`config.mk`:
```
export PLATFORM = sky130hd
export DESIGN_NAME = ccr_regs
export DESIGN_NICKNAME = d
export VERILOG_FILES = /design/src/core/ccr_pkg.sv /design/src/core/ccr_regs.sv
export SDC_FILE = /design/constraint.sdc
export NUM_CORES = 1
export LEC_CHECK = 0
export BUFFER_PORTS_ARGS = -buffer_cell sky130_fd_sc_hd__buf_2
export CAP_MARGIN = 10
export CORE_UTILIZATION = 45
export DETAILED_ROUTE_END_ITERATION = 12
export HOLD_SLACK_MARGIN = 0.1
export PLACE_DENSITY_LB_ADDON = 0.2
export SKIP_LAST_GASP = 1
export SYNTH_ARGS = -nofsm -noshare
export SYNTH_HDL_FRONTEND = slang
export SYNTH_SLANG_ARGS = --single-unit
```
`constraint.sdc`:
```
create_clock -name i_clk -period 2.8 [get_ports i_clk]
set_input_delay 0.28 -clock i_clk [delete_from_list [all_inputs] [get_ports i_clk]]
set_output_delay 0.28 -clock i_clk [all_outputs]
set_load 0.01 [all_outputs]
```
`src/core/ccr_pkg.sv`:
```
// package: register map, field layout, reset values and mode codes of the codec control bank
package ccr_pkg;
  localparam logic [2:0] CCR_ADDR_GAIN = 3'h1;
  localparam logic [2:0] CCR_ADDR_FILT = 3'h2;
  localparam logic [2:0] CCR_ADDR_PDC = 3'h3;
  localparam logic [2:0] CCR_ADDR_FAST = 3'h4;
  localparam logic [2:0] CCR_ADDR_SLOW = 3'h5;
  localparam logic [7:0] CCR_RST_GAIN = 8'h46;
  localparam logic [7:0] CCR_RST_FILT = 8'h11;
  localparam logic [7:0] CCR_RST_PDC = 8'h00;
  localparam logic [7:0] CCR_RST_FAST = 8'hf7;
  localparam logic [7:0] CCR_RST_SLOW = 8'h42;
  // gain register fields
  localparam int CCR_GAIN_RDSEL_BIT = 7;
  localparam logic [6:0] CCR_GAIN_MAX = 7'h52;
  // filter/shift register fields
  localparam int CCR_WEAK_BIT = 7;
  localparam int CCR_HPF_LSB = 5;
  localparam int CCR_SHIFT_LSB = 2;
  localparam int CCR_DAC_LSB = 0;
  localparam logic [1:0] CCR_HPF_UNUSED = 2'h3;
  localparam logic [2:0] CCR_SHIFT_MAX = 3'h5;
  localparam logic [1:0] CCR_DAC_OFF = 2'h0;
  localparam logic [1:0] CCR_DAC_SHIFT16 = 2'h1;
  localparam logic [1:0] CCR_DAC_DIRECT20 = 2'h2;
  localparam logic [1:0] CCR_DAC_LOOPBACK = 2'h3;
  // power-down register fields
  localparam int CCR_ADAPTQ_BIT = 7;
  localparam int CCR_BRIDGE_EN_BIT = 6;
  localparam int CCR_BRIDGE_DRV_BIT = 5;
  localparam int CCR_HYST_BIT = 4;
  localparam int CCR_MODE_LSB = 2;
  localparam int CCR_MIC_PD_BIT = 1;
  localparam int CCR_FRONT_PD_BIT = 0;
  localparam logic [1:0] CCR_MODE_DUAL = 2'h0;
  // control word layout: rw, 3 address bits, 8 data bits, msb first
  localparam int CCR_WORD_BITS = 12;
  localparam int CCR_WORD_RW_BIT = 11;
  localparam int CCR_WORD_ADDR_LSB = 8;
  localparam logic [3:0] CCR_WORD_LAST = 4'hb;
  // 15-bit saturation limits of the shifted word
  localparam logic signed [19:0] CCR_SAT_POS = 20'h03fff;
  localparam logic signed [19:0] CCR_SAT_NEG = 20'hfc000;
  typedef enum logic [1:0] {
    CCR_ST_IDLE = 2'b01,
    CCR_ST_SHIFT = 2'b10
  } ccr_state_t;
endpackage : ccr_pkg

```
`src/core/ccr_regs.sv`:
```
// codec control register bank with serial control word receiver and dac data path
`timescale 1ns/10ps
`default_nettype none
// Contract
// - decode five registers at addresses 1..5
// - gain bit7 selects stored or applied gain
// - gain 7-bit half-dB code, reset 0x46
// - filter bit7 selects weak io buffers
// - bits 6:5 select highpass mode, 11 unused
// - bits 4:2 left shift, 11x acts 101
// - bits 1:0 dac off/16/20/loopback mode
// - power-down bit7 selects adaptive quantizer
// - bridge enable, drive, mic and frontend powerdown
// - bit4 hysteresis timeout 50 or 25 ms
// - bits 3:2 compressor gain tracking mode
// - fast rate attack/release codes, reset 0xf7
// - slow rate codes, dual mode only, 0x42
// - unused bits always read zero
// - 12-bit word rw,addr,data msb first
// - five-bit shift saturates to 15 bits
// - register access spans two frame cycles; the code replies one cycle after the word completes, inside the same frame
module ccr_regs
  import ccr_pkg::*;
(
  input wire logic i_clk,
  input wire logic i_arst_n,
  input wire logic i_ce,
  input wire logic i_frame,
  input wire logic i_sdin,
  input wire logic [6:0] i_applied_gain,
  input wire logic [15:0] i_adc_word,
  input wire logic [19:0] i_dac_word,
  input wire logic i_sample_stb,
  output logic [7:0] o_read_data,
  output logic o_read_valid,
  output logic [6:0] o_gain_setting,
  output logic o_weak_io_buffer_enable,
  output logic [1:0] o_highpass_select,
  output logic [2:0] o_shift_amount,
  output logic [1:0] o_dac_mode,
  output logic o_dac_powerdown,
  output logic o_adaptive_quant,
  output logic o_bridge_output_enable,
  output logic o_bridge_drive_strength,
  output logic o_hysteresis_timeout_select,
  output logic [1:0] o_gain_tracking_mode,
  output logic o_mic_supply_powerdown,
  output logic o_input_chain_powerdown,
  output logic [3:0] o_fast_attack,
  output logic [3:0] o_fast_release,
  output logic [3:0] o_slow_attack,
  output logic [3:0] o_slow_release,
  output logic o_slow_rates_active,
  output logic [19:0] o_dac_data
);

  typedef struct packed {
    logic [1:0] frame_sync;
    logic [1:0] sdin_sync;
    logic frame_prev;
    ccr_state_t state;
    logic [3:0] bit_cnt;
    logic [11:0] word;
    logic [7:0] front_gain;
    logic [7:0] filter_shift_dac_control;
    logic [7:0] power_down_control;
    logic [7:0] fast_rate_control;
    logic [7:0] slow_rate_control;
    logic [7:0] read_data;
    logic read_valid;
    logic [19:0] dac_data;
    logic dac_powerdown;
    logic slow_rates_active;
  } ccr_regs_t;

  ccr_regs_t r;
  ccr_regs_t next_r;

  logic frame_rise;
  logic [2:0] shift_eff;
  logic [2:0] addr;
  logic [7:0] wdata;
  logic signed [19:0] shifted;
  logic signed [20:0] wide;

  // synchronised pins only; first stage is read by the second only
  assign frame_rise = r.frame_sync[1] & ~r.frame_prev;
  assign addr = r.word[CCR_WORD_ADDR_LSB +: 3];
  assign wdata = r.word[7:0];

  // codes 11x behave as the five-bit shift
  always_comb begin
    shift_eff = r.filter_shift_dac_control[CCR_SHIFT_LSB +: 3];
    if (shift_eff > CCR_SHIFT_MAX) begin
      shift_eff = CCR_SHIFT_MAX;
    end
  end

  // adc word shifted one bit wider than the dac, so the clamp sees true overflow
  always_comb begin
    wide = signed'({{5{i_adc_word[15]}}, i_adc_word}) <<< shift_eff;
    shifted = 20'(wide);
    if (shift_eff == CCR_SHIFT_MAX) begin
      // sign bit plus 14 magnitude bits kept, overflow clamped
      if (wide > CCR_SAT_POS) begin
        shifted = CCR_SAT_POS;
      end else if (wide < CCR_SAT_NEG) begin
        shifted = CCR_SAT_NEG;
      end
    end
  end

  // next state of the whole bank
  always_comb begin
    next_r = r;
    next_r.frame_sync = {r.frame_sync[0], i_frame};
    next_r.sdin_sync = {r.sdin_sync[0], i_sdin};
    next_r.frame_prev = r.frame_sync[1];
    next_r.read_valid = 1'b0;
    // word capture: frame marks the start, bits arrive msb first
    case (r.state)
      CCR_ST_IDLE: begin
        if (frame_rise) begin
          next_r.state = CCR_ST_SHIFT;
          next_r.bit_cnt = 4'h0;
        end
      end
      CCR_ST_SHIFT: begin
        next_r.word = {r.word[10:0], r.sdin_sync[1]};
        next_r.bit_cnt = r.bit_cnt + 4'h1;
        if (r.bit_cnt == CCR_WORD_LAST) begin
          next_r.state = CCR_ST_IDLE;
        end
      end
      default: begin
        next_r.state = CCR_ST_IDLE;
      end
    endcase
    // word completes one cycle after the last bit; act on it then
    // counter ends one past the last bit index once the whole word is in
    if (r.state == CCR_ST_IDLE && r.bit_cnt == 4'(CCR_WORD_BITS)
        && r.frame_prev == r.frame_sync[1]
        && r.word != 12'h000 && addr != 3'h0) begin
      // the reply comes one cycle after the word completes, inside the same frame
      next_r.bit_cnt = 4'h0;
      if (r.word[CCR_WORD_RW_BIT]) begin
        // reserved addresses are never written by the controller
        if (addr == CCR_ADDR_GAIN) begin
          next_r.front_gain = wdata;
        end else if (addr == CCR_ADDR_FILT) begin
          next_r.filter_shift_dac_control = wdata;
        end else if (addr == CCR_ADDR_PDC) begin
          next_r.power_down_control = wdata;
        end else if (addr == CCR_ADDR_FAST) begin
          next_r.fast_rate_control = wdata;
        end else if (addr == CCR_ADDR_SLOW) begin
          next_r.slow_rate_control = wdata;
        end
      end else begin
        next_r.read_valid = 1'b1;
        if (addr == CCR_ADDR_GAIN) begin
          if (r.front_gain[CCR_GAIN_RDSEL_BIT]) begin
            next_r.read_data = {1'b1, i_applied_gain};
          end else begin
            next_r.read_data = r.front_gain;
          end
        end else if (addr == CCR_ADDR_FILT) begin
          next_r.read_data = r.filter_shift_dac_control;
        end else if (addr == CCR_ADDR_PDC) begin
          next_r.read_data = r.power_down_control;
        end else if (addr == CCR_ADDR_FAST) begin
          next_r.read_data = r.fast_rate_control;
        end else if (addr == CCR_ADDR_SLOW) begin
          next_r.read_data = r.slow_rate_control;
        end else begin
          next_r.read_data = 8'h00;
        end
      end
    end else if (r.state == CCR_ST_IDLE && r.bit_cnt == 4'(CCR_WORD_BITS)
                 && r.frame_prev == r.frame_sync[1]) begin
      next_r.bit_cnt = 4'h0; // zero address disables the control function
    end
    // decodes registered so they leave the block straight from flops
    next_r.dac_powerdown = next_r.filter_shift_dac_control[1:0] == CCR_DAC_OFF;
    next_r.slow_rates_active = next_r.power_down_control[3:2] == CCR_MODE_DUAL;
    // dac input path, updated once per sample
    if (i_sample_stb) begin
      case (r.filter_shift_dac_control[CCR_DAC_LSB +: 2])
        CCR_DAC_OFF: next_r.dac_data = 20'h00000;
        CCR_DAC_SHIFT16: next_r.dac_data = shifted;
        CCR_DAC_DIRECT20: next_r.dac_data = i_dac_word;
        default: next_r.dac_data = shifted; // loopback uses the shifted adc word
      endcase
    end
  end

  // register stage; clock enable freezes everything
  always_ff @(posedge i_clk or negedge i_arst_n) begin
    if (!i_arst_n) begin
      r <= '0;
      r.state <= CCR_ST_IDLE;
      r.front_gain <= CCR_RST_GAIN;
      r.filter_shift_dac_control <= CCR_RST_FILT;
      r.power_down_control <= CCR_RST_PDC;
      r.fast_rate_control <= CCR_RST_FAST;
      r.slow_rate_control <= CCR_RST_SLOW;
      r.slow_rates_active <= 1'b1; // reset gain mode is dual rate
    end else if (i_ce) begin
      r <= next_r;
    end
  end

  // field outputs straight from the register flops
  assign o_read_data = r.read_data;
  assign o_read_valid = r.read_valid;
  assign o_gain_setting = r.front_gain[6:0];
  assign o_weak_io_buffer_enable = r.filter_shift_dac_control[CCR_WEAK_BIT];
  assign o_highpass_select = r.filter_shift_dac_control[CCR_HPF_LSB +: 2];
  assign o_shift_amount = r.filter_shift_dac_control[CCR_SHIFT_LSB +: 3];
  assign o_dac_mode = r.filter_shift_dac_control[CCR_DAC_LSB +: 2];
  assign o_dac_powerdown = r.dac_powerdown;
  assign o_adaptive_quant = r.power_down_control[CCR_ADAPTQ_BIT];
  assign o_bridge_output_enable = r.power_down_control[CCR_BRIDGE_EN_BIT];
  assign o_bridge_drive_strength = r.power_down_control[CCR_BRIDGE_DRV_BIT];
  assign o_hysteresis_timeout_select = r.power_down_control[CCR_HYST_BIT];
  assign o_gain_tracking_mode = r.power_down_control[CCR_MODE_LSB +: 2];
  assign o_mic_supply_powerdown = r.power_down_control[CCR_MIC_PD_BIT];
  assign o_input_chain_powerdown = r.power_down_control[CCR_FRONT_PD_BIT];
  assign o_fast_attack = r.fast_rate_control[7:4];
  assign o_fast_release = r.fast_rate_control[3:0];
  assign o_slow_attack = r.slow_rate_control[7:4];
  assign o_slow_release = r.slow_rate_control[3:0];
  assign o_slow_rates_active = r.slow_rates_active;
  assign o_dac_data = r.dac_data;

endmodule : ccr_regs
`default_nettype wire

```
# Word-level counts from Yosys, hierarchy flattened

Index checks and enable logic that the tools add are counted.

Bits in registers: 94
Output and inout bits: 70

Add/sub/neg operators: 1
Magnitude comparators: 3
Eq/ne operators: 15
Shift-type cells: 1
Muxes and demuxes: 28
Bitwise gates (word level): 7
Reductions and logical operators: 20

Operators with widths:

| cell                   | count |
|---|---|
| $mux W8                | 10 |
| $mux W20               | 3 |
| $mux W26               | 2 |
| $pmux W20 S2           | 1 |
| $mux W35               | 1 |
| $mux W24               | 1 |
| $gt A21 B15 Y1 const B | 1 |
| $lt A21 B15 Y1 const B | 1 |
| $sshl A16 B3 Y21       | 1 |
| $mux W16               | 1 |
| $reduce_bool A12 Y1    | 1 |
| $eq A3 B3 Y1 const B   | 3 |
| $mux W9                | 1 |
| $reduce_and A3 Y1      | 3 |
| $eq A4 B4 Y1 const B   | 2 |
| $mux W4                | 2 |
| $pmux W4 S2            | 1 |
| $reduce_and A8 Y1      | 1 |
| $reduce_and A7 Y1      | 1 |
| $eq A3 B2 Y1 const B   | 2 |
| $logic_not A2 Y1       | 3 |
| $mux W6                | 1 |
| $not A1 Y1             | 6 |
| $reduce_and A6 Y1      | 1 |
| other kinds (18)       | 25 |

# Logic depth before layout (Yosys ltp)

Depth after elaboration: 9
Gate-level depth with buffers: 10
Gate-level depth less buffers: 8

# Worst setup path before layout

OpenSTA, ideal clock, no wires.

Path kind: flip-flop to flip-flop
Start point: register r (netlist bit next_r[89])
End point: register r (netlist bit o_dac_mode[1])
Arrival time: 1869 ps
Setup slack: 806 ps
Stages on the path, launching flop included: 9
Buffers on the path: 2
Path through: dfrtp_1 ha_1 nand4_1 nor2_1 and3_1 clkbuf_1 and3_1 buf_2 mux2_2

Cells in the longest elaborated chain, start to end: 5

Ends and longest elaborated chain:

| element                          | RTL line        | text |
|---|---|---|
| start, declared                  | ccr_regs.sv:76  | `ccr_regs_t r;` |
| start signal, assigned           | ccr_regs.sv:209 | `r <= next_r;` |
| $eq A1 B1 Y1                     | ccr_regs.sv:142 | `&& r.frame_prev == r.frame_sync[1]` |
| $logic_and A1 B1 Y1              | ccr_regs.sv:142 |  |
| $logic_and A1 B1 Y1 (2 in a row) | ccr_regs.sv:143 | `&& r.word != 12'h000 && addr != 3'h0) begin` |
| $mux W35                         | ccr_regs.sv:141 | `if (r.state == CCR_ST_IDLE && r.bit_cnt == 4'(CCR_WORD_BITS)` |

No other way between the ends.
A chain may end at the register's enable or synchronous reset.

# Final worst setup path

Start point: register r (netlist bit o_shift_amount[0])
End point: register r (netlist bit o_dac_data[18])

Cells in the longest elaborated chain, start to end: 8
Elaborated cells between the ends (all ways): 10

Ends and longest elaborated chain:

| element          | RTL line        | text |
|---|---|---|
| $gt A3 B3 Y1     | ccr_regs.sv:94  | `if (shift_eff > CCR_SHIFT_MAX) begin` |
| $mux W3 *        | ccr_regs.sv:94  |  |
| $sshl A16 B3 Y21 | ccr_regs.sv:101 | `wide = signed'({{5{i_adc_word[15]}}, i_adc_word}) <<< shift_eff;` |
| $lt A21 B15 Y1   | ccr_regs.sv:107 | `end else if (wide < CCR_SAT_NEG) begin` |
| $mux W20         | ccr_regs.sv:107 |  |
| $mux W20         | ccr_regs.sv:105 | `if (wide > CCR_SAT_POS) begin` |
| $mux W20 *       | ccr_regs.sv:103 | `if (shift_eff == CCR_SHIFT_MAX) begin` |
| $pmux W20 S2 *   | ccr_regs.sv:188 | `case (r.filter_shift_dac_control[CCR_DAC_LSB +: 2])` |

Mark *: on every way between the ends. The rest lies on a longest branch, timed or not.

==> results by group <==
Outcome
  • Status: finished clean

Floorplanning
  • DIE WIDTH: 113 microns
  • Boundary Pins: roughly 120
  • Initial Util: 0.462
  • Die area: 12800 sq um
  • Core Box Area: 12100 sq um
  • Rows: 40
  • Die Height: 113 microns

Timing
  • Setup Skew: 0.0116 ns
  • Setup TNS: 0 ns
  • Crit share post-route: 0.879
  • Final setup violating endpoints: 0
  • Min Tclk post-route: 2.46 ns
  • Worst Tran Pin Value: 0.815 ns
  • Max Slew Vio Count: 0
  • RSZ-0062 raised after global routing: false
  • Max Clock Freq: 406 MHz
  • Final hold vios: 0
  • Slew headroom: 0.455

Synth
  • Asr flop ratio synth: 1.00
  • Count leader, synth: dfrtp_1
  • Predominant post-synthesis flop cell: dfrtp_1
  • Syn Nets: 622
  • Synth Instances: 570
  • Post-synth top area cell: dfrtp_1
  • Commonest cells post-synth: 78 x dfrtp_1, 63 x buf_4, 58 x nand2_1, 53 x mux2_2, 41 x nor2_1
  • Largest cells by area after synthesis: dfrtp_1 35%, mux2_2 11%, buf_4 8.5%
  • Fraction of the mapped netlist area in simple logic gates: 0.112
  • Largest family of logic cells by synthesized area: compound AO/OA/AOI/OAI gates
  • Register bit count reported by yosys: 94
  • Mapped Area: between 5000 and 6000 sq um
  • Number of synthesized flops with an enable pin: 0
  • Post-Synth XOR/XNOR Area: 0.00315
  • Avg Cell Area, Syn: 9.77 sq um
  • Seq/Total Area, Yosys: 0.426
  • Adder and majority gate portion of the synthesized area: 0.00674
  • Synth cell types: 55
  • Share of the synthesized area in the top cell type: 0.350
  • Synth warn: 0
  • Multiplexer share of the synthesized area: 0.157
  • Synth Area in Compound Gates: 0.172

Routing
  • Vias per cell: 5.58
  • Post-route ant nets: 0
  • Via count: 4414
  • DR DRC count: 0
  • WL/cell: about 18 microns
  • DRT Pass-1 Iters: 5
  • Final wirelength: 14100 microns
  • Detailed Route Iter0 Violations: 302

Worst hold path
  • Hold Path Class: in2reg

GRT
  • Largest net degree at the start of global routing: 49
  • Vias in the first global route: 4263
  • GR Util met1: 0.338
  • Global-route wire length before repair: 22900 microns
  • Initial antenna violation count: 1
  • Remaining global-route overflow: 0
  • GR met2 Demand/Resource: 0.346
  • Gr busiest metal: met2
  • Tot GR Track Use: 0.233
  • Met3 usage: 0.0445

Setup path
  • Crit end category: flop
  • Critical path origin: o_shift_amount[0]
  • CP required: slightly above 3 ns
  • Critical path peak fanout: 17
  • Critical path launch point type: flop
  • Reg2Reg Depth: 7
  • RR Endpoint: o_dac_data[18]
  • Reg2reg setup slack: 0.34 ns
  • WS Path Type: reg2reg
  • Worst R2R Start: o_shift_amount[0]
  • Worst Path Arrival: 2.74 ns
  • CP Capture Point: o_dac_data[18]

Placed design
  • DP Cell Count: roughly 770
  • DPL Wire Length: 10400 microns
  • Port Buffer Count: roughly 120
  • Routability cong.: about 0.88

Layout
  • Layout area overhead: 10.8%
  • Nets: 670
  • Share of cells above drive strength 1: 0.367
  • Filler cell count in the final layout: 1124
  • Post-route insts no fill: 791

Power
  • Peak VDD IR: 0.000327 V
  • Pwr dens: between 500 and 600 nW/um^2
  • P_leak: 2.93 nW

Clock network
  • Clk sinks: 94
  • Skew-Pair Late Insertion Delay: 0.35 ns
  • CTS tree: done
  • CTS Buf Count: 9
  • CTS Root Cell: clkbuf_16
  • H-tree levels: 3
  • Max clock buf depth: 2
  • CTS-repair resized insts: 0
  • Worst-path clk slew: 0.06 ns

Job
  • Maxcap violations: 0
## cells in the final DEF (no fill, tap or decap), drive strengths merged, types with 16 or more instances in the layout
cell type / instances
buf: 133
dfrtp: 78
nand2: 58
mux2: 53
nor2: 42
o21ai: 36
a21oi: 32
mux2i: 19
inv: 17
a221oi: 16
dfstp: 16
## flip-flops by register name (all words and copies together), names as in the netlist, 2 cells and up
signal	flops
o_slow_release	4
o_slow_attack	4
o_fast_attack	4
o_highpass_select	2
o_gain_tracking_mode	2
o_dac_data	20
o_dac_mode	2
addr	3
o_fast_release	4
o_gain_setting	7
o_read_data	8
o_shift_amount	3
r	18
next_r	3
## cells by family after synthesis
group                    Yosys count
adder cells (fa/ha/maj)            3
AND/OR/NAND/NOR                  138
multiplexers                      76
buffers and inverters            114
XOR/XNOR                           2
AO/OA/AOI/OAI                    143
flip-flops                        94
## power breakdown
part | leakage [nW] | internal [mW] | switching [mW] | total, mW
registers | 1.18 | 1.46 | 0.114 | 1.57
clock network | 0.139 | 0.686 | 0.508 | 1.19
logic | 1.62 | 0.308 | 0.482 | 0.790
## routing by layer
metal | wire [microns] | vias up | part of all wire
met2 | 6380 | 151 | 0.45
met4 | 221 | 0 | 0.016
met5 | 0 | - | 0
met3 | 875 | 17 | 0.062
li1 | - | 2085 | -
met1 | 6650 | 2161 | 0.47
## critical path: stages (launching register included)
cell	delay, ns
dfrtp_1	0.56
buf_4	0.30
nor2_2	0.21
mux2i_1	0.27
a32oi_1	0.14
o211a_1	0.41
a311oi_1	0.35
a221o_1	0.16
## repair_timing
| action | 4_1_cts | 5_1_grt |
|---|---|---|
| buffers inserted | 0 | 0 |
| endpoints found under the hold margin | 38 | 0 |
| endpoints found under the setup margin | 0 | 0 |
| hold buffers | 1 | 0 |
## final cells by class
class | count | area, sq um | share of cell area
Multi-Input combinational cell | 362 | 2510 | 0.407
Sequential cell | 94 | 2370 | 0.384
Timing Repair Buffer | 134 | 728 | 0.118
Clock buffer | 11 | 233 | 0.0377
Tap cell | 168 | 210 | 0.0341
Inverter | 17 | 63.8 | 0.0103
Clock inverter | 4 | 48.8 | 0.00791
Antenna cell | 1 | 2.50 | 0.000405
## stage by stage
step / utilization / setup slack, ns / hold slack [ns] / area, sq um / power, mW
3_5_place_dp: 0.487 / 0.341 / 0.340 / 5880 / 2.37
3_3_place_gp: 0.487 / 0.487 / 0.328 / 5880 / 2.37
4_1_cts: 0.512 / 0.344 / 0.161 / 6170 / 3.57
6_report: 0.512 / 0.338 / 0.164 / 6170 / 3.56
5_1_grt: 0.512 / 0.127 / 0.168 / 6170 / 3.73
2_1_floorplan: - / 0.806 / -0.0156 / 5570 / 2.09
## worst min-delay path by stage
stage / slack (ns) / endpoint / from / depth (start not counted)
after floorplan: -0.02 / addr[0] / i_arst_n / 0
after global placement: 0.33 / o_dac_data[9] / i_arst_n / 1
after detailed placement: 0.34 / o_dac_data[9] / i_arst_n / 1
after CTS: 0.16 / next_r[93] / i_frame / 2
after global routing: 0.17 / next_r[91] / i_sdin / 2
final: 0.16 / o_dac_data[7] / i_dac_word[7] / 3
(Power assumes the default switching activity.)
